## src/shared/vd_pkg.sv

```systemverilog
// constants and types shared by the decoder stream ports
package vd_pkg;
  // code set rates and lane layout
  localparam int RATE0 = 2;
  localparam int RATE1 = 3;
  localparam int MAX_RATE = 3;
  localparam int LANE_W = 8;
  localparam int SOFT_W = 3;
  localparam int STD_IN_W = LANE_W * MAX_RATE;
  localparam int COSTED_N = 4;
  localparam int COST_W = SOFT_W + 1;
  localparam int SECTOR_W = 4;
  localparam int SECTOR_LSB = 32;
  localparam int DATA_IN_W = 40;
  localparam int DATA_OUT_W = 16;
  localparam int OUT_SECTOR_LSB = 8;
  // sideband words
  localparam int TUSER_W = 8;
  localparam int TU_ERASE_LSB = 0;
  localparam int TU_SEL = 3;
  localparam int TU_BLOCK = 4;
  localparam int TO_SEL = 0;
  localparam int TO_BLOCK = 1;
  localparam int TO_METRIC_RENORM_FLAG = 2;
  localparam int DSTAT_W = 16;
  localparam logic [15:0] WINDOW_RST = 16'h0100;
  // decoder delay and start-up
  localparam int DELAY = 8;
  localparam int FILL_W = 4;
  localparam logic [1:0] READY_CYCLES = 2'h2;
  // multichannel and metrics
  localparam int MAX_CH = 32;
  localparam int CH_W = 5;
  localparam int METRIC_W = 8;
  localparam logic [7:0] RENORM_LIMIT = 8'hc0;
  // delayed word layout
  localparam int W_BIT = 0;
  localparam int W_HARD = 1;
  localparam int W_ACT = W_HARD + MAX_RATE;
  localparam int W_SEL = W_ACT + MAX_RATE;
  localparam int W_BLK = W_SEL + 1;
  localparam int W_SECT = W_BLK + 1;
  localparam int DW = W_SECT + SECTOR_W;
  // register map
  localparam int ADDR_W = 12;
  localparam logic [11:0] REG_CTRL = 12'h000;
  localparam logic [11:0] REG_STATUS = 12'h004;
  localparam logic [11:0] REG_RENORM = 12'h008;
  localparam int C_TRELLIS = 0;
  localparam int C_DUAL = 1;
  localparam int C_HARD = 2;
  localparam int C_MULTI = 3;
  localparam int C_ERASE = 4;
  localparam int C_BLOCK = 5;
  localparam int C_METRIC_RENORM_FLAG = 6;
  localparam int C_CH_LSB = 8;
  localparam int CTRL_W = 13;
  localparam logic [12:0] CTRL_RST = 13'h0001;
  typedef enum logic [3:0] {
    MODE_STD = 4'b0001,
    MODE_DUAL = 4'b0010,
    MODE_TRELLIS = 4'b0100,
    MODE_MULTI = 4'b1000
  } mode_t;
  typedef enum logic [2:0] {
    LIFE_HOLD = 3'b001,
    LIFE_WAIT = 3'b010,
    LIFE_RUN = 3'b100
  } life_t;
endpackage

```

## src/shared/vd_links_if.sv

```systemverilog
// links between the decoder top and its delay line and error monitor
`timescale 1ns/100ps
`default_nettype none
interface delay_link_if;
  logic adv;
  logic [vd_pkg::DW-1:0] din;
  logic [vd_pkg::DW-1:0] dout;
  modport owner(output adv, output din, input dout);
  modport line(input adv, input din, output dout);
endinterface

interface ber_link_if;
  logic sym;
  logic [1:0] errs;
  logic s_valid;
  logic s_ready;
  logic [15:0] s_data;
  logic m_valid;
  logic m_ready;
  logic [15:0] m_data;
  modport owner(output sym, output errs, output s_valid, output s_data,
    input s_ready, input m_valid, input m_data, output m_ready);
  modport mon(input sym, input errs, input s_valid, input s_data,
    output s_ready, output m_valid, output m_data, input m_ready);
endinterface
`default_nettype wire

```

## src/hw/vd_delay_line.sv

```systemverilog
// fixed-depth delay line carrying the decoded bit and its sideband
`timescale 1ns/100ps
`default_nettype none
module vd_delay_line (
  // clock and reset
  input wire logic i_clk,
  input wire logic i_reset,
  // link to the top
  delay_link_if.line lnk
);
  logic [vd_pkg::DW-1:0] stage_r [vd_pkg::DELAY];

  genvar g;
  generate
    for (g = 0; g < vd_pkg::DELAY; g = g + 1) begin : gen_stage
      always_ff @(posedge i_clk or posedge i_reset) begin
        if (i_reset) begin
          stage_r[g] <= '0;
        end else if (lnk.adv) begin
          if (g == 0) begin
            stage_r[g] <= lnk.din;
          end else begin
            stage_r[g] <= stage_r[(g == 0) ? 0 : g - 1];
          end
        end
      end
    end
  endgenerate

  assign lnk.dout = stage_r[vd_pkg::DELAY-1];
endmodule
`default_nettype wire

```

## src/hw/vd_error_monitor.sv

```systemverilog
// windowed error counter with held report handshake
`timescale 1ns/100ps
`default_nettype none
module vd_error_monitor (
  // clock and reset
  input wire logic i_clk,
  input wire logic i_reset,
  // link to the top
  ber_link_if.mon lnk
);
  logic [15:0] window_r;
  logic [15:0] cnt_r;
  logic [15:0] acc_r;
  logic s_ready_r;
  logic m_valid_r;
  logic [15:0] m_data_r;
  logic [15:0] acc_sum;
  logic win_end;

  assign acc_sum = acc_r + {14'h0000, lnk.errs};
  assign win_end = lnk.sym && (cnt_r + 16'h0001 >= window_r);

  always_ff @(posedge i_clk or posedge i_reset) begin
    if (i_reset) begin
      s_ready_r <= 1'b0;
      window_r <= vd_pkg::WINDOW_RST;
    end else begin
      s_ready_r <= 1'b1;
      if (lnk.s_valid && s_ready_r) begin
        window_r <= lnk.s_data;
      end
    end
  end

  always_ff @(posedge i_clk or posedge i_reset) begin
    if (i_reset) begin
      cnt_r <= '0;
      acc_r <= '0;
    end else if (win_end) begin
      cnt_r <= '0;
      acc_r <= '0;
    end else if (lnk.sym) begin
      cnt_r <= cnt_r + 16'h0001;
      acc_r <= (acc_sum < acc_r) ? 16'hffff : acc_sum;
    end
  end

  // a held report is never overwritten; a new one is dropped instead
  always_ff @(posedge i_clk or posedge i_reset) begin
    if (i_reset) begin
      m_valid_r <= 1'b0;
      m_data_r <= '0;
    end else if (win_end && (!m_valid_r || lnk.m_ready)) begin
      m_valid_r <= 1'b1; // RULE_21
      m_data_r <= (acc_sum < acc_r) ? 16'hffff : acc_sum;
    end else if (m_valid_r && lnk.m_ready) begin
      m_valid_r <= 1'b0; // RULE_24
    end
  end

  assign lnk.s_ready = s_ready_r;
  assign lnk.m_valid = m_valid_r;
  assign lnk.m_data = m_data_r;
endmodule
`default_nettype wire

```

## src/hw/vd_stream_ports.sv

```systemverilog
// convolutional decoder stream ports, sideband and register slave
//
// Contract
// [RULE_01] zero fill bits above the symbol fields are ignored by the decoder
// [RULE_02] symbol fields are 1 bit hard or 3 to 5 bits soft
// [RULE_03] non-trellis input word is 8 bits times the output rate
// [RULE_04] dual variant has as many symbol fields as the larger rate
// [RULE_05] trellis costed fields are 4 to 6 bits, soft width plus one
// [RULE_06] trellis takes four costed inputs and decodes as rate 1/2
// [RULE_07] trellis input word is 40 bits, sector in the top byte
// [RULE_08] trellis sector is delayed and returned in the output word
// [RULE_09] input sideband fields are used only when their option is set
// [RULE_10] an erased symbol field is decoded as a null symbol
// [RULE_11] erasure flags have one bit per symbol field, at most 7
// [RULE_12] select low uses code set one, high uses code set two
// [RULE_13] block marker is delayed by decoder latency with its bits
// [RULE_14] sideband words are sized in multiples of 8 bits
// [RULE_15] decoded data is one bit per output transfer
// [RULE_16] output word is 8 bits, or 16 in trellis mode
// [RULE_17] output sideband fields appear only when their option is set
// [RULE_18] select bit is delayed alongside the bits it governed
// [RULE_19] renorm flag marks that path metric normalization happened
// [RULE_20] upstream gives the 16-bit error window length in symbols
// [RULE_21] 16-bit error count from re-encoded output, none in trellis mode
// [RULE_22] multichannel decodes 2 to 32 interleaved channels, one decoder
// [RULE_23] a word moves only when valid and ready are both high
// [RULE_24] error count stays unchanged until the receiver takes it
// [RULE_25] with clock enable low, inputs are ignored and state frozen
// [RULE_26] after reset release the device is ready two enabled cycles later
// [RULE_27] each symbol field sits right-aligned in its own byte lane
//
// Implementation choices: the APB slave port and the register offsets.
`timescale 1ns/100ps
`default_nettype none
module vd_stream_ports (
  // clock, reset, enable
  input wire logic i_clk,
  input wire logic i_reset,
  input wire logic i_clk_en,
  // apb slave
  input wire logic i_psel,
  input wire logic i_penable,
  input wire logic i_pwrite,
  input wire logic [11:0] i_paddr,
  input wire logic [31:0] i_pwdata,
  output logic o_pready,
  output logic [31:0] o_prdata,
  output logic o_pslverr,
  // coded symbol stream in
  input wire logic i_s_data_tvalid,
  output logic o_s_data_tready,
  input wire logic [39:0] i_s_data_tdata,
  input wire logic [7:0] i_s_data_tuser,
  // decoded stream out
  output logic o_m_data_tvalid,
  input wire logic i_m_data_tready,
  output logic [15:0] o_m_data_tdata,
  output logic [7:0] o_m_data_tuser,
  // error window in
  input wire logic i_s_dstat_tvalid,
  output logic o_s_dstat_tready,
  input wire logic [15:0] i_s_dstat_tdata,
  // error count out
  output logic o_m_dstat_tvalid,
  input wire logic i_m_dstat_tready,
  output logic [15:0] o_m_dstat_tdata
);
  localparam int R = vd_pkg::MAX_RATE; // RULE_03 RULE_04

  logic [vd_pkg::CTRL_W-1:0] ctrl_r;
  logic [31:0] renorm_cnt_r;
  logic pready_r;
  logic pslverr_r;
  logic [31:0] prdata_r;
  vd_pkg::life_t life_r;
  logic [1:0] wait_cnt_r;
  logic s_tready_r;
  logic [vd_pkg::FILL_W-1:0] fill_r;
  logic m_tvalid_r;
  logic [15:0] m_tdata_r;
  logic [7:0] m_tuser_r;
  logic metric_renorm_flag_pend_r;
  logic [vd_pkg::CH_W-1:0] ch_r;
  logic [vd_pkg::METRIC_W-1:0] metric_r [vd_pkg::MAX_CH];

  vd_pkg::mode_t mode;
  logic accept;
  logic emit;
  logic apb_acc;
  logic sel_in;
  logic [R-1:0] hard;
  logic [R-1:0] active;
  logic [R-1:0] lane_used;
  logic [1:0] ones;
  logic [1:0] n_act;
  logic bit_dec;
  logic [vd_pkg::METRIC_W-1:0] cost;
  logic [vd_pkg::METRIC_W-1:0] metric_sum;
  logic renorm;
  logic [vd_pkg::COST_W-1:0] tcm_cost [vd_pkg::COSTED_N];
  logic [1:0] tcm_idx;
  logic [vd_pkg::COST_W-1:0] tcm_min;
  logic m_tvalid_nxt;
  logic full_nxt;
  logic [1:0] errs;
  logic [R-1:0] mism;

  delay_link_if dly ();
  ber_link_if error_count_report ();

  vd_delay_line u_delay (
    .i_clk(i_clk),
    .i_reset(i_reset),
    .lnk(dly)
  );

  vd_error_monitor u_ber (
    .i_clk(i_clk),
    .i_reset(i_reset),
    .lnk(error_count_report)
  );

  // mode decode from control
  always_comb begin
    if (ctrl_r[vd_pkg::C_TRELLIS]) begin
      mode = vd_pkg::MODE_TRELLIS;
    end else if (ctrl_r[vd_pkg::C_DUAL]) begin
      mode = vd_pkg::MODE_DUAL;
    end else if (ctrl_r[vd_pkg::C_MULTI]) begin
      mode = vd_pkg::MODE_MULTI;
    end else begin
      mode = vd_pkg::MODE_STD;
    end
  end

  // transfers count only on enabled edges
  assign accept = i_clk_en && i_s_data_tvalid && s_tready_r; // RULE_23
  assign emit = accept && (fill_r == vd_pkg::FILL_W'(vd_pkg::DELAY));
  assign sel_in = (mode == vd_pkg::MODE_DUAL) &&
    i_s_data_tuser[vd_pkg::TU_SEL]; // RULE_09

  // per-lane hard decision and activity
  genvar g;
  generate
    for (g = 0; g < R; g = g + 1) begin : gen_lane
      // low bits of each byte lane only, fill bits never read
      assign hard[g] = ctrl_r[vd_pkg::C_HARD] ?
        i_s_data_tdata[g*vd_pkg::LANE_W] : // RULE_01
        i_s_data_tdata[g*vd_pkg::LANE_W + vd_pkg::SOFT_W - 1]; // RULE_27
      assign lane_used[g] = sel_in ? (g < vd_pkg::RATE1) :
        (g < vd_pkg::RATE0); // RULE_12
      assign active[g] = lane_used[g] && !(ctrl_r[vd_pkg::C_ERASE] &&
        i_s_data_tuser[vd_pkg::TU_ERASE_LSB + g]); // RULE_10 RULE_11
    end
    for (g = 0; g < vd_pkg::COSTED_N; g = g + 1) begin : gen_tcm
      assign tcm_cost[g] =
        i_s_data_tdata[g*vd_pkg::LANE_W +: vd_pkg::COST_W]; // RULE_05
    end
  endgenerate

  // vote over active symbols; trellis picks least costed branch
  always_comb begin
    ones = 2'h0;
    n_act = 2'h0;
    for (int i = 0; i < R; i++) begin
      ones = ones + {1'b0, active[i] & hard[i]};
      n_act = n_act + {1'b0, active[i]};
    end
    tcm_idx = 2'h0;
    tcm_min = tcm_cost[0];
    for (int i = 1; i < vd_pkg::COSTED_N; i++) begin
      if (tcm_cost[i] < tcm_min) begin
        tcm_min = tcm_cost[i];
        tcm_idx = 2'(i);
      end
    end
    if (mode == vd_pkg::MODE_TRELLIS) begin
      bit_dec = tcm_idx[1]; // RULE_06
      cost = {{(vd_pkg::METRIC_W - vd_pkg::COST_W){1'b0}}, tcm_min};
    end else begin
      bit_dec = ({ones, 1'b0} > {1'b0, n_act}); // RULE_02
      cost = bit_dec ? {6'h00, n_act - ones} : {6'h00, ones};
    end
  end

  assign metric_sum = metric_r[ch_r] + cost;
  assign renorm = accept && (metric_sum >= vd_pkg::RENORM_LIMIT);

  // word entering the delay line
  always_comb begin
    dly.din = '0;
    dly.din[vd_pkg::W_BIT] = bit_dec;
    dly.din[vd_pkg::W_HARD +: R] = hard;
    dly.din[vd_pkg::W_ACT +: R] = active;
    dly.din[vd_pkg::W_SEL] = sel_in; // RULE_18
    dly.din[vd_pkg::W_BLK] = ctrl_r[vd_pkg::C_BLOCK] &&
      i_s_data_tuser[vd_pkg::TU_BLOCK]; // RULE_13
    if (mode == vd_pkg::MODE_TRELLIS) begin
      dly.din[vd_pkg::W_SECT +: vd_pkg::SECTOR_W] =
        i_s_data_tdata[vd_pkg::SECTOR_LSB +: vd_pkg::SECTOR_W]; // RULE_07
    end
  end
  assign dly.adv = accept; // RULE_25

  // start-up sequence after reset release
  always_ff @(posedge i_clk or posedge i_reset) begin
    if (i_reset) begin
      life_r <= vd_pkg::LIFE_HOLD;
      wait_cnt_r <= 2'h0;
    end else if (i_clk_en) begin
      case (life_r)
        vd_pkg::LIFE_HOLD: begin
          life_r <= vd_pkg::LIFE_WAIT;
          wait_cnt_r <= 2'h1;
        end
        vd_pkg::LIFE_WAIT: begin
          if (wait_cnt_r == vd_pkg::READY_CYCLES - 2'h1) begin
            life_r <= vd_pkg::LIFE_RUN; // RULE_26
          end else begin
            wait_cnt_r <= wait_cnt_r + 2'h1;
          end
        end
        vd_pkg::LIFE_RUN: begin
          life_r <= vd_pkg::LIFE_RUN;
        end
        default: begin
          life_r <= vd_pkg::LIFE_HOLD;
        end
      endcase
    end
  end

  // input ready only when the output slot can take an emitted bit
  assign m_tvalid_nxt = emit ? 1'b1 :
    (m_tvalid_r && i_m_data_tready) ? 1'b0 : m_tvalid_r;
  assign full_nxt = (fill_r == vd_pkg::FILL_W'(vd_pkg::DELAY)) ||
    (accept && fill_r == vd_pkg::FILL_W'(vd_pkg::DELAY - 1));

  always_ff @(posedge i_clk or posedge i_reset) begin
    if (i_reset) begin
      s_tready_r <= 1'b0;
    end else if (i_clk_en) begin
      s_tready_r <= (life_r == vd_pkg::LIFE_RUN ||
        (life_r == vd_pkg::LIFE_WAIT &&
        wait_cnt_r == vd_pkg::READY_CYCLES - 2'h1)) &&
        (!full_nxt || !m_tvalid_nxt); // RULE_26
    end
  end

  always_ff @(posedge i_clk or posedge i_reset) begin
    if (i_reset) begin
      fill_r <= '0;
    end else if (accept && fill_r != vd_pkg::FILL_W'(vd_pkg::DELAY)) begin
      fill_r <= fill_r + vd_pkg::FILL_W'(1);
    end
  end

  // decoded output register
  always_ff @(posedge i_clk or posedge i_reset) begin
    if (i_reset) begin
      m_tvalid_r <= 1'b0;
      m_tdata_r <= '0;
      m_tuser_r <= '0;
    end else if (i_clk_en) begin
      m_tvalid_r <= m_tvalid_nxt; // RULE_23
      if (emit) begin
        m_tdata_r <= '0;
        m_tdata_r[0] <= dly.dout[vd_pkg::W_BIT]; // RULE_15
        if (mode == vd_pkg::MODE_TRELLIS) begin
          m_tdata_r[vd_pkg::OUT_SECTOR_LSB +: vd_pkg::SECTOR_W] <=
            dly.dout[vd_pkg::W_SECT +: vd_pkg::SECTOR_W]; // RULE_08
        end
        m_tuser_r <= '0; // RULE_17
        m_tuser_r[vd_pkg::TO_SEL] <= dly.dout[vd_pkg::W_SEL]; // RULE_18
        m_tuser_r[vd_pkg::TO_BLOCK] <= dly.dout[vd_pkg::W_BLK]; // RULE_13
        m_tuser_r[vd_pkg::TO_METRIC_RENORM_FLAG] <= ctrl_r[vd_pkg::C_METRIC_RENORM_FLAG] &&
          (metric_renorm_flag_pend_r || renorm); // RULE_19
      end
    end
  end

  // renorm pending until carried out; an event on an emitting transfer goes into that word, not pending
  always_ff @(posedge i_clk or posedge i_reset) begin
    if (i_reset) begin
      metric_renorm_flag_pend_r <= 1'b0;
    end else if (renorm && !emit) begin
      metric_renorm_flag_pend_r <= 1'b1;
    end else if (emit) begin
      metric_renorm_flag_pend_r <= 1'b0;
    end
  end

  // per-channel path metric with normalization
  generate
    for (g = 0; g < vd_pkg::MAX_CH; g = g + 1) begin : gen_metric
      always_ff @(posedge i_clk or posedge i_reset) begin
        if (i_reset) begin
          metric_r[g] <= '0;
        end else if (accept && ch_r == vd_pkg::CH_W'(g)) begin
          metric_r[g] <= renorm ? metric_sum - vd_pkg::RENORM_LIMIT :
            metric_sum; // RULE_19
        end
      end
    end
  endgenerate

  // interleaved channel index
  always_ff @(posedge i_clk or posedge i_reset) begin
    if (i_reset) begin
      ch_r <= '0;
    end else if (mode != vd_pkg::MODE_MULTI) begin
      ch_r <= '0;
    end else if (accept) begin
      ch_r <= (ch_r >= ctrl_r[vd_pkg::C_CH_LSB +: vd_pkg::CH_W]) ?
        '0 : ch_r + vd_pkg::CH_W'(1); // RULE_22
    end
  end

  always_ff @(posedge i_clk or posedge i_reset) begin
    if (i_reset) begin
      renorm_cnt_r <= '0;
    end else if (renorm) begin
      renorm_cnt_r <= renorm_cnt_r + 32'h00000001;
    end
  end

  // re-encode output bit against delayed hard symbols
  assign mism = dly.dout[vd_pkg::W_ACT +: R] &
    (dly.dout[vd_pkg::W_HARD +: R] ^ {R{dly.dout[vd_pkg::W_BIT]}});
  always_comb begin
    errs = 2'h0;
    for (int i = 0; i < R; i++) begin
      errs = errs + {1'b0, mism[i]};
    end
  end
  assign error_count_report.sym = emit && (mode != vd_pkg::MODE_TRELLIS); // RULE_21
  assign error_count_report.errs = errs;
  assign error_count_report.s_valid = i_clk_en && i_s_dstat_tvalid; // RULE_20
  assign error_count_report.s_data = i_s_dstat_tdata;
  assign error_count_report.m_ready = i_clk_en && i_m_dstat_tready; // RULE_24

  // apb slave, one wait state
  assign apb_acc = i_psel && i_penable && pready_r;

  always_ff @(posedge i_clk or posedge i_reset) begin
    if (i_reset) begin
      pready_r <= 1'b0;
      pslverr_r <= 1'b0;
      prdata_r <= '0;
    end else begin
      pready_r <= i_psel && i_penable && !pready_r;
      pslverr_r <= 1'b0;
      prdata_r <= '0;
      if (i_psel && i_penable && !pready_r) begin
        case (i_paddr)
          vd_pkg::REG_CTRL: begin
            prdata_r <= {19'h00000, ctrl_r};
          end
          vd_pkg::REG_STATUS: begin
            prdata_r <= {19'h00000, ch_r, 4'h0, o_m_dstat_tvalid,
              m_tvalid_r, s_tready_r, life_r == vd_pkg::LIFE_RUN};
          end
          vd_pkg::REG_RENORM: begin
            prdata_r <= renorm_cnt_r;
          end
          default: begin
            pslverr_r <= 1'b1;
          end
        endcase
      end
    end
  end

  always_ff @(posedge i_clk or posedge i_reset) begin
    if (i_reset) begin
      ctrl_r <= vd_pkg::CTRL_RST;
    end else if (apb_acc && i_pwrite && i_paddr == vd_pkg::REG_CTRL) begin
      ctrl_r <= i_pwdata[vd_pkg::CTRL_W-1:0];
    end
  end

  assign o_pready = pready_r;
  assign o_pslverr = pslverr_r;
  assign o_prdata = prdata_r;
  assign o_s_data_tready = s_tready_r;
  assign o_m_data_tvalid = m_tvalid_r;
  assign o_m_data_tdata = m_tdata_r; // RULE_16
  assign o_m_data_tuser = m_tuser_r; // RULE_14
  assign o_s_dstat_tready = error_count_report.s_ready;
  assign o_m_dstat_tvalid = error_count_report.m_valid;
  assign o_m_dstat_tdata = error_count_report.m_data;
endmodule
`default_nettype wire

```

## config.mk

```make
export PLATFORM = sky130hd
export DESIGN_NAME = vd_stream_ports
export DESIGN_NICKNAME = d
export VERILOG_FILES = /design/src/shared/vd_pkg.sv /design/src/shared/vd_links_if.sv /design/src/hw/vd_delay_line.sv /design/src/hw/vd_error_monitor.sv /design/src/hw/vd_stream_ports.sv
export SDC_FILE = /design/constraint.sdc
export NUM_CORES = 1
export LEC_CHECK = 0
export CAP_MARGIN = 20
export CORE_ASPECT_RATIO = 2
export CORE_MARGIN = 3
export CORE_UTILIZATION = 40
export DETAILED_ROUTE_END_ITERATION = 10
export DONT_BUFFER_PORTS = 1
export PLACE_DENSITY = 0.59
export SLEW_MARGIN = 20
export SYNTH_ARGS = -nofsm -noshare
export SYNTH_HDL_FRONTEND = slang
export SYNTH_SLANG_ARGS = --single-unit
```

## constraint.sdc

```tcl
create_clock -name i_clk -period 43.7 [get_ports i_clk]
set_input_delay 8.74 -clock i_clk [delete_from_list [all_inputs] [get_ports i_clk]]
set_output_delay 8.74 -clock i_clk [all_outputs]
set_load 0.02 [all_outputs]
```

==> impl_metrics.env, run 1 <==
export IMPL_syn_area_mm2=0.02452
export IMPL_wire_per_inst_um=19.94
export IMPL_required_ns=44.17
export IMPL_drc_errors=0
export IMPL_crit_top_cell="ha_1"
export IMPL_final_layout_size_suffix_gt1_frac=0.1214
export IMPL_worstPathMaxFanout=8
export IMPL_setup_violations_final=0
export IMPL_detail_route_antenna_nets=0
export IMPL_wl_met1_um=22880
export IMPL_fin_nets=2471
export IMPL_endpoint_kind="register"
export IMPL_synth_enable_flop_cells=0
export IMPL_fp_dieW_um=181.1
export IMPL_vdd_drop_max_uv=24.68
export IMPL_route_met2_wl_um=33350
export IMPL_cap_violations=0
export IMPL_async_flop_share=1.000
export IMPL_holdCritPathClass="reg -> reg"
export IMPL_initial_core_util=0.4061
export IMPL_io_pins=196
export IMPL_htreeDepth=2
export IMPL_cts_resized=0
export IMPL_cp_top_family="compound AO/OA/AOI/OAI gates"
export IMPL_max_stage_delay_ns=0.71
export IMPL_grt_max_degree=188
export IMPL_path_class="in -> reg"
export IMPL_cts_tree="yes"
export IMPL_dr_total_vias=16670
export IMPL_die_area_mm2=0.06449
export IMPL_grt_pass1_wl_um=97720
export IMPL_holdBufCountCts=0
export IMPL_synth_seq_cells=530
export IMPL_die_height_um=356.2
export IMPL_viasPerCell=5.380
export IMPL_seq_area_frac_synth=0.5410
export IMPL_fin_tns_setup_ns=0
export IMPL_cts_sinks=530
export IMPL_io_buffers=0
export IMPL_grt_pass1_vias=17280
export IMPL_clkTransAtPathRegs_ns=0.07
export IMPL_p_leak_nw=12.64
export IMPL_status="completed"
export IMPL_worst_pin_slew_ns=1.142
export IMPL_syn_area_per_cell_um2=10.41
export IMPL_max_slew_margin=0.2385
export IMPL_synth_top_area_frac=0.5378
export IMPL_synth_top_area_cell="dfrtp_1"
export IMPL_dpl_hpwl_um=43360
export IMPL_overflow=0
export IMPL_fin_crit_sh=0.3809
export IMPL_ys_top_cells_by_area="dfrtp_1, nand2_1, mux4_2, mux2_2, o21ai_0"
export IMPL_min_period_ns=16.65
export IMPL_yosysUniqueCellTypes=63
export IMPL_fillCellCount=5665
export IMPL_hold_viol=0
export IMPL_rsz0062_at_grt="false"
export IMPL_clkLatencyLatePin_ns=0.59
export IMPL_cts_root_buffer="clkbuf_16"
export IMPL_dr_pass1_iters=5
export IMPL_power_density_mw_per_mm2=39.60
export IMPL_syn_inst=2356
export IMPL_clock_skew_ns=0.03102
export IMPL_cp_arrival_ns=17.12
export IMPL_dr_wl_met3_um=2431
export IMPL_grt_usage=0.1914
export IMPL_gp_congestion=0.8895
export IMPL_routed_wl_um=61790
export IMPL_num_rows=127
export IMPL_cp_slowest_cell="a311oi_1"
export IMPL_fin_hold_ws_ns=0.4625
export IMPL_cts_setup_buffers=0
export IMPL_worstSetupStartpointType="input port"
export IMPL_slew_viol_final=0
export IMPL_top_layer_used="met4"
export IMPL_yosys_most_used_dff="dfrtp_1"
export IMPL_max_freq_ghz=0.06007
export IMPL_power_mw=1.058
export IMPL_syn_to_final_growth_pct=8.996
export IMPL_cts_buffers=46
export IMPL_drtIter0Drc=1176
export IMPL_cts_buffer_depth=3
export IMPL_coreArea_mm2=0.06038
export IMPL_antenna_found_initial=3
export IMPL_yosysWarnings=0
export IMPL_cp_num_buf_inv=2
synthesized netlist by cell type, drive strengths merged (27+ instances only):
cell	number
a21oi	50
and3	35
buf	42
clkbuf	111
dfrtp	527
ha	61
inv	61
mux2	90
mux2i	40
mux4	70
nand2	625
nand3	54
nor2	85
o21ai	262
xnor2	43
xor2	27
layout by cell type (no fill, tap or decap), types with 7 or more instances in the layout:
cell,instances
nand2_1,625
dfrtp_1,525
o21ai_0,202
mux2_2,90
nor2_1,85
mux4_2,70
inv_1,60
o21ai_1,60
ha_1,60
nand3_1,53
a21oi_1,50
clkbuf_16,47
mux2i_1,39
xnor2_1,39
and3_1,34
xor2_1,25
nand4_1,18
buf_4,18
conb_1,17
nor3_1,16
nor2b_1,14
a21o_1,13
and2_1,12
clkbuf_8,12
nand2b_1,9
a221oi_1,9
clkinv_2,9
clkbuf_1,8
nor4_1,7
cell families after synthesis:
group	share of synthesized area
AOI/OAI and AO/OA	0.08583
xor gates and xnor gates	0.02562
adders and majority gates	0.03521
buffers and inverters	0.03699
DFF	0.5410
muxes	0.1221
other	0.0003063
and+or+nand+nor	0.1529
metal layers:
layer  GRT usage  vias up
li1            -     7840
met4     0.09166        0
met1      0.2106     8296
met5           0        -
met2      0.3596      397
met3     0.02724      139
worst paths after layout:
path	startpoint	to	slack [ns]	depth (start not counted)
worst max-delay path	i_s_data_tdata[1]	renorm_cnt_r[29]	27.05	34
worst min-delay path	u_delay.stage_r[55]	u_delay.stage_r[42]	0.46	2
worst max register to register	ctrl_r[1]	renorm_cnt_r[29]	36.19	23
worst min register to register	u_delay.stage_r[55]	u_delay.stage_r[42]	0.46	2
max in group asynchronous	i_reset	u_delay.stage_r[89]	32.17	5
min in group asynchronous	i_reset	metric_r[139]	8.18	1
tightest hold or removal path, stage by stage, from the launching register on:
cell,delay (ns)
dfrtp_1,0.34
nand2_1,0.05
nand2_1,0.04
power breakdown:
part           internal [mW]  total (mW)  switching (mW)
clock                  0.237       0.425           0.188
sequential             0.509       0.522          0.0130
combinational         0.0338       0.111          0.0774
stage by stage:
step,utilization,cells,instance area [um^2],worst slack (ns)
6_report,0.4426,3099,26730,27.05
5_1_grt,0.4426,3098,26720,26.30
4_1_cts,0.4420,3096,26690,26.96
3_5_place_dp,0.4162,3012,25130,26.33
3_3_place_gp,0.4160,3012,25120,26.62
2_1_floorplan,-,2371,24580,20.15
layout make-up:
class                           count  area [um^2]  share of cell area
Sequential cell                   530        13270              0.4967
Multi-Input combinational cell   1626        10490              0.3924
Clock buffer                       67         1371             0.05131
Tap cell                          774        968.4             0.03623
Inverter                           62        240.2            0.008988
Timing Repair Buffer               21        193.9            0.007256
Clock inverter                     17        187.7            0.007022
Antenna cell                        2        5.005           0.0001873
sequential cells by signal (all words and copies together) (netlist names):
signal,cells
life_r,3
o_pslverr,1
wait_cnt_r,2
o_s_data_tready,1
o_m_data_tdata,5
metric_renorm_flag_pend_r,1
fill_r,4
ctrl_r,13
u_delay.stage_r,91
u_ber.window_r,16
ch_r,5
o_m_data_tvalid,1
o_pready,1
u_ber.lnk.m_data,16
u_ber.cnt_r,16
metric_r,256
u_ber.lnk.m_valid,1
renorm_cnt_r,32
o_m_data_tuser,3
u_delay.lnk.dout,13
u_ber.acc_r,16
o_prdata,32
u_ber.lnk.s_ready,1
Note: power is estimated with default switching activity, not from simulation.
==> inputs of run 2 (changes only) <==
- PLACE_DENSITY: 0.59 -> 0.61
- clock period: 43.7 -> 13.46 ns (I/O delays scaled with it)
==> run 2 against run 1 <==
Against the previous run:
- non-clock buffer count is 2 higher
- sequential power grew to 3.2 times the previous value
- via count is 0.95% higher
- worst hold slack hardly changed
- final cell count is 0.13% higher
- clock power grew to 3.4 times the previous value
- sequential cell count stayed put
- largest cell class unchanged
==> impl_metrics.env, run 2 (synthesis results as in run 1) <==
export IMPL_fp_dieW_um=181.1
export IMPL_dr_pass1_iters=5
export IMPL_grt_usage=0.1944
export IMPL_dr_total_vias=16830
export IMPL_cts_sinks=530
export IMPL_fin_cells=3103
export IMPL_final_cell_mix="nand2_1, dfrtp_1, o21ai_0, mux2_2, nor2_1"
export IMPL_worst_pin_slew_ns=1.063
export IMPL_initial_core_util=0.4061
export IMPL_routed_wl_um=62520
export IMPL_wire_per_inst_um=20.15
export IMPL_fin_hold_ws_ns=0.4622
export IMPL_cts_buffer_depth=3
export IMPL_drc_errors=0
export IMPL_cp_slowest_cell="a311oi_1"
export IMPL_path_class="in -> reg"
export IMPL_viasPerCell=5.424
export IMPL_dp_cells=3015
export IMPL_die_height_um=356.2
export IMPL_coreArea_mm2=0.06038
export IMPL_endpoint_kind="register"
export IMPL_r2r_slack_ns=6.23
export IMPL_whs_endpoint="u_delay.stage_r[22]"
export IMPL_vdd_drop_max_uv=109.4
export IMPL_antenna_cells=0
export IMPL_fin_crit_sh=0.7614
export IMPL_cts_setup_buffers=0
export IMPL_hold_start="u_delay.stage_r[35]"
export IMPL_fin_nets=2474
export IMPL_crit_top_cell="ha_1"
export IMPL_cts_resized=0
export IMPL_holdBufCountCts=0
export IMPL_slew_viol_final=0
export IMPL_rsz0062_at_grt="false"
export IMPL_max_freq_ghz=0.09757
export IMPL_dpl_hpwl_um=44420
export IMPL_cp_arrival_ns=10.72
export IMPL_detail_route_antenna_nets=0
export IMPL_max_stage_delay_ns=0.68
export IMPL_antenna_found_initial=2
export IMPL_status="completed"
export IMPL_fin_area_mm2=0.02683
export IMPL_drtIter0Drc=978
export IMPL_max_slew_margin=0.2890
export IMPL_worst_r2r_path_depth=23
export IMPL_r2r_end="renorm_cnt_r[29]"
export IMPL_power_mw=3.506
export IMPL_worstSetupStartpointType="input port"
export IMPL_grt_max_degree=101
export IMPL_setup_violations_final=0
export IMPL_io_buffers=0
export IMPL_reg_largest_list="metric_r: 256 flops, u_delay.stage_r: 91 flops"
export IMPL_p_leak_nw=12.68
export IMPL_overflow=0
export IMPL_cts_buffers=47
export IMPL_grt_pass1_wl_um=98970
export IMPL_hold_viol=0
export IMPL_clock_skew_ns=0.03181
export IMPL_required_ns=13.94
export IMPL_hold_path_cell_count=2
export IMPL_clkLatencyLatePin_ns=0.60
export IMPL_clkTransAtPathRegs_ns=0.07
export IMPL_final_layout_size_suffix_gt1_frac=0.1249
export IMPL_die_area_mm2=0.06449
export IMPL_power_density_mw_per_mm2=130.7
export IMPL_htreeDepth=2
export IMPL_io_pins=196
export IMPL_cap_violations=0
export IMPL_cts_root_buffer="clkbuf_16"
export IMPL_placed_area_mm2=0.02514
export IMPL_min_period_ns=10.25
export IMPL_largest_reg_flops=256
export IMPL_grt_pass1_vias=17620
export IMPL_holdCritPathClass="reg -> reg"
export IMPL_cts_tree="yes"
export IMPL_fin_tns_setup_ns=0
export IMPL_layout_commonest_cell="nand2_1"
export IMPL_top_register="metric_r"
export IMPL_gp_congestion=0.9104
export IMPL_worstPathMaxFanout=8
export IMPL_syn_to_final_growth_pct=9.414
export IMPL_worstReg2RegStart="ctrl_r[1]"
export IMPL_num_rows=127
-- run 2: worst max-delay path: cells and delay by family --
kind	cells	cell delay, ns
XOR/XNOR	2	0.35
multiplexers	1	0.27
AO/OA/AOI/OAI	14	3.53
buffers and inverters	2	0.11
AND/OR/NAND/NOR	10	2.42
adder cells (fa/ha/maj)	5	1.34
-- run 2: metal layers --
metal,track usage,part of all wire
met2,0.3615,0.54
met4,0.1055,0.059
met1,0.2106,0.36
met5,0,0
met3,0.02917,0.043
-- run 2: report_power, final --
part	leakage (nW)	internal [mW]	switching [mW]	total [mW]
Combinational	4.65	0.106	0.249	0.355
Sequential	7.21	1.65	0.0412	1.69
Clock	0.815	0.831	0.626	1.46
-- run 2: per-stage QoR --
stage          utilization  setup WS, ns
2_1_floorplan            -         3.566
3_3_place_gp        0.4162         2.609
3_5_place_dp        0.4163         2.510
4_1_cts             0.4441         3.113
5_1_grt             0.4443         2.420
6_report            0.4443         3.211
-- run 2: area by class of cell --
type / count / area (um^2)
Fill cell: 5615 / 33550
Sequential cell: 530 / 13270
Multi-Input combinational cell: 1626 / 10490
Clock buffer: 62 / 1313
Tap cell: 774 / 968.4
Clock inverter: 26 / 366.6
Inverter: 62 / 236.5
Timing Repair Buffer: 23 / 180.2
-- run 2: how the worst max path moves through the flow --
stage | slack (ns) | end | startpoint
final | 3.21 | renorm_cnt_r[29] | i_s_data_tdata[1]
after global routing | 2.42 | renorm_cnt_r[29] | i_s_data_tdata[1]
after CTS | 3.11 | renorm_cnt_r[29] | i_s_data_tdata[1]
after detailed placement | 2.51 | renorm_cnt_r[29] | i_s_data_tdata[1]
after global placement | 2.61 | renorm_cnt_r[29] | i_s_data_tdata[1]
after floorplan | 3.57 | ch_r[0] | i_reset
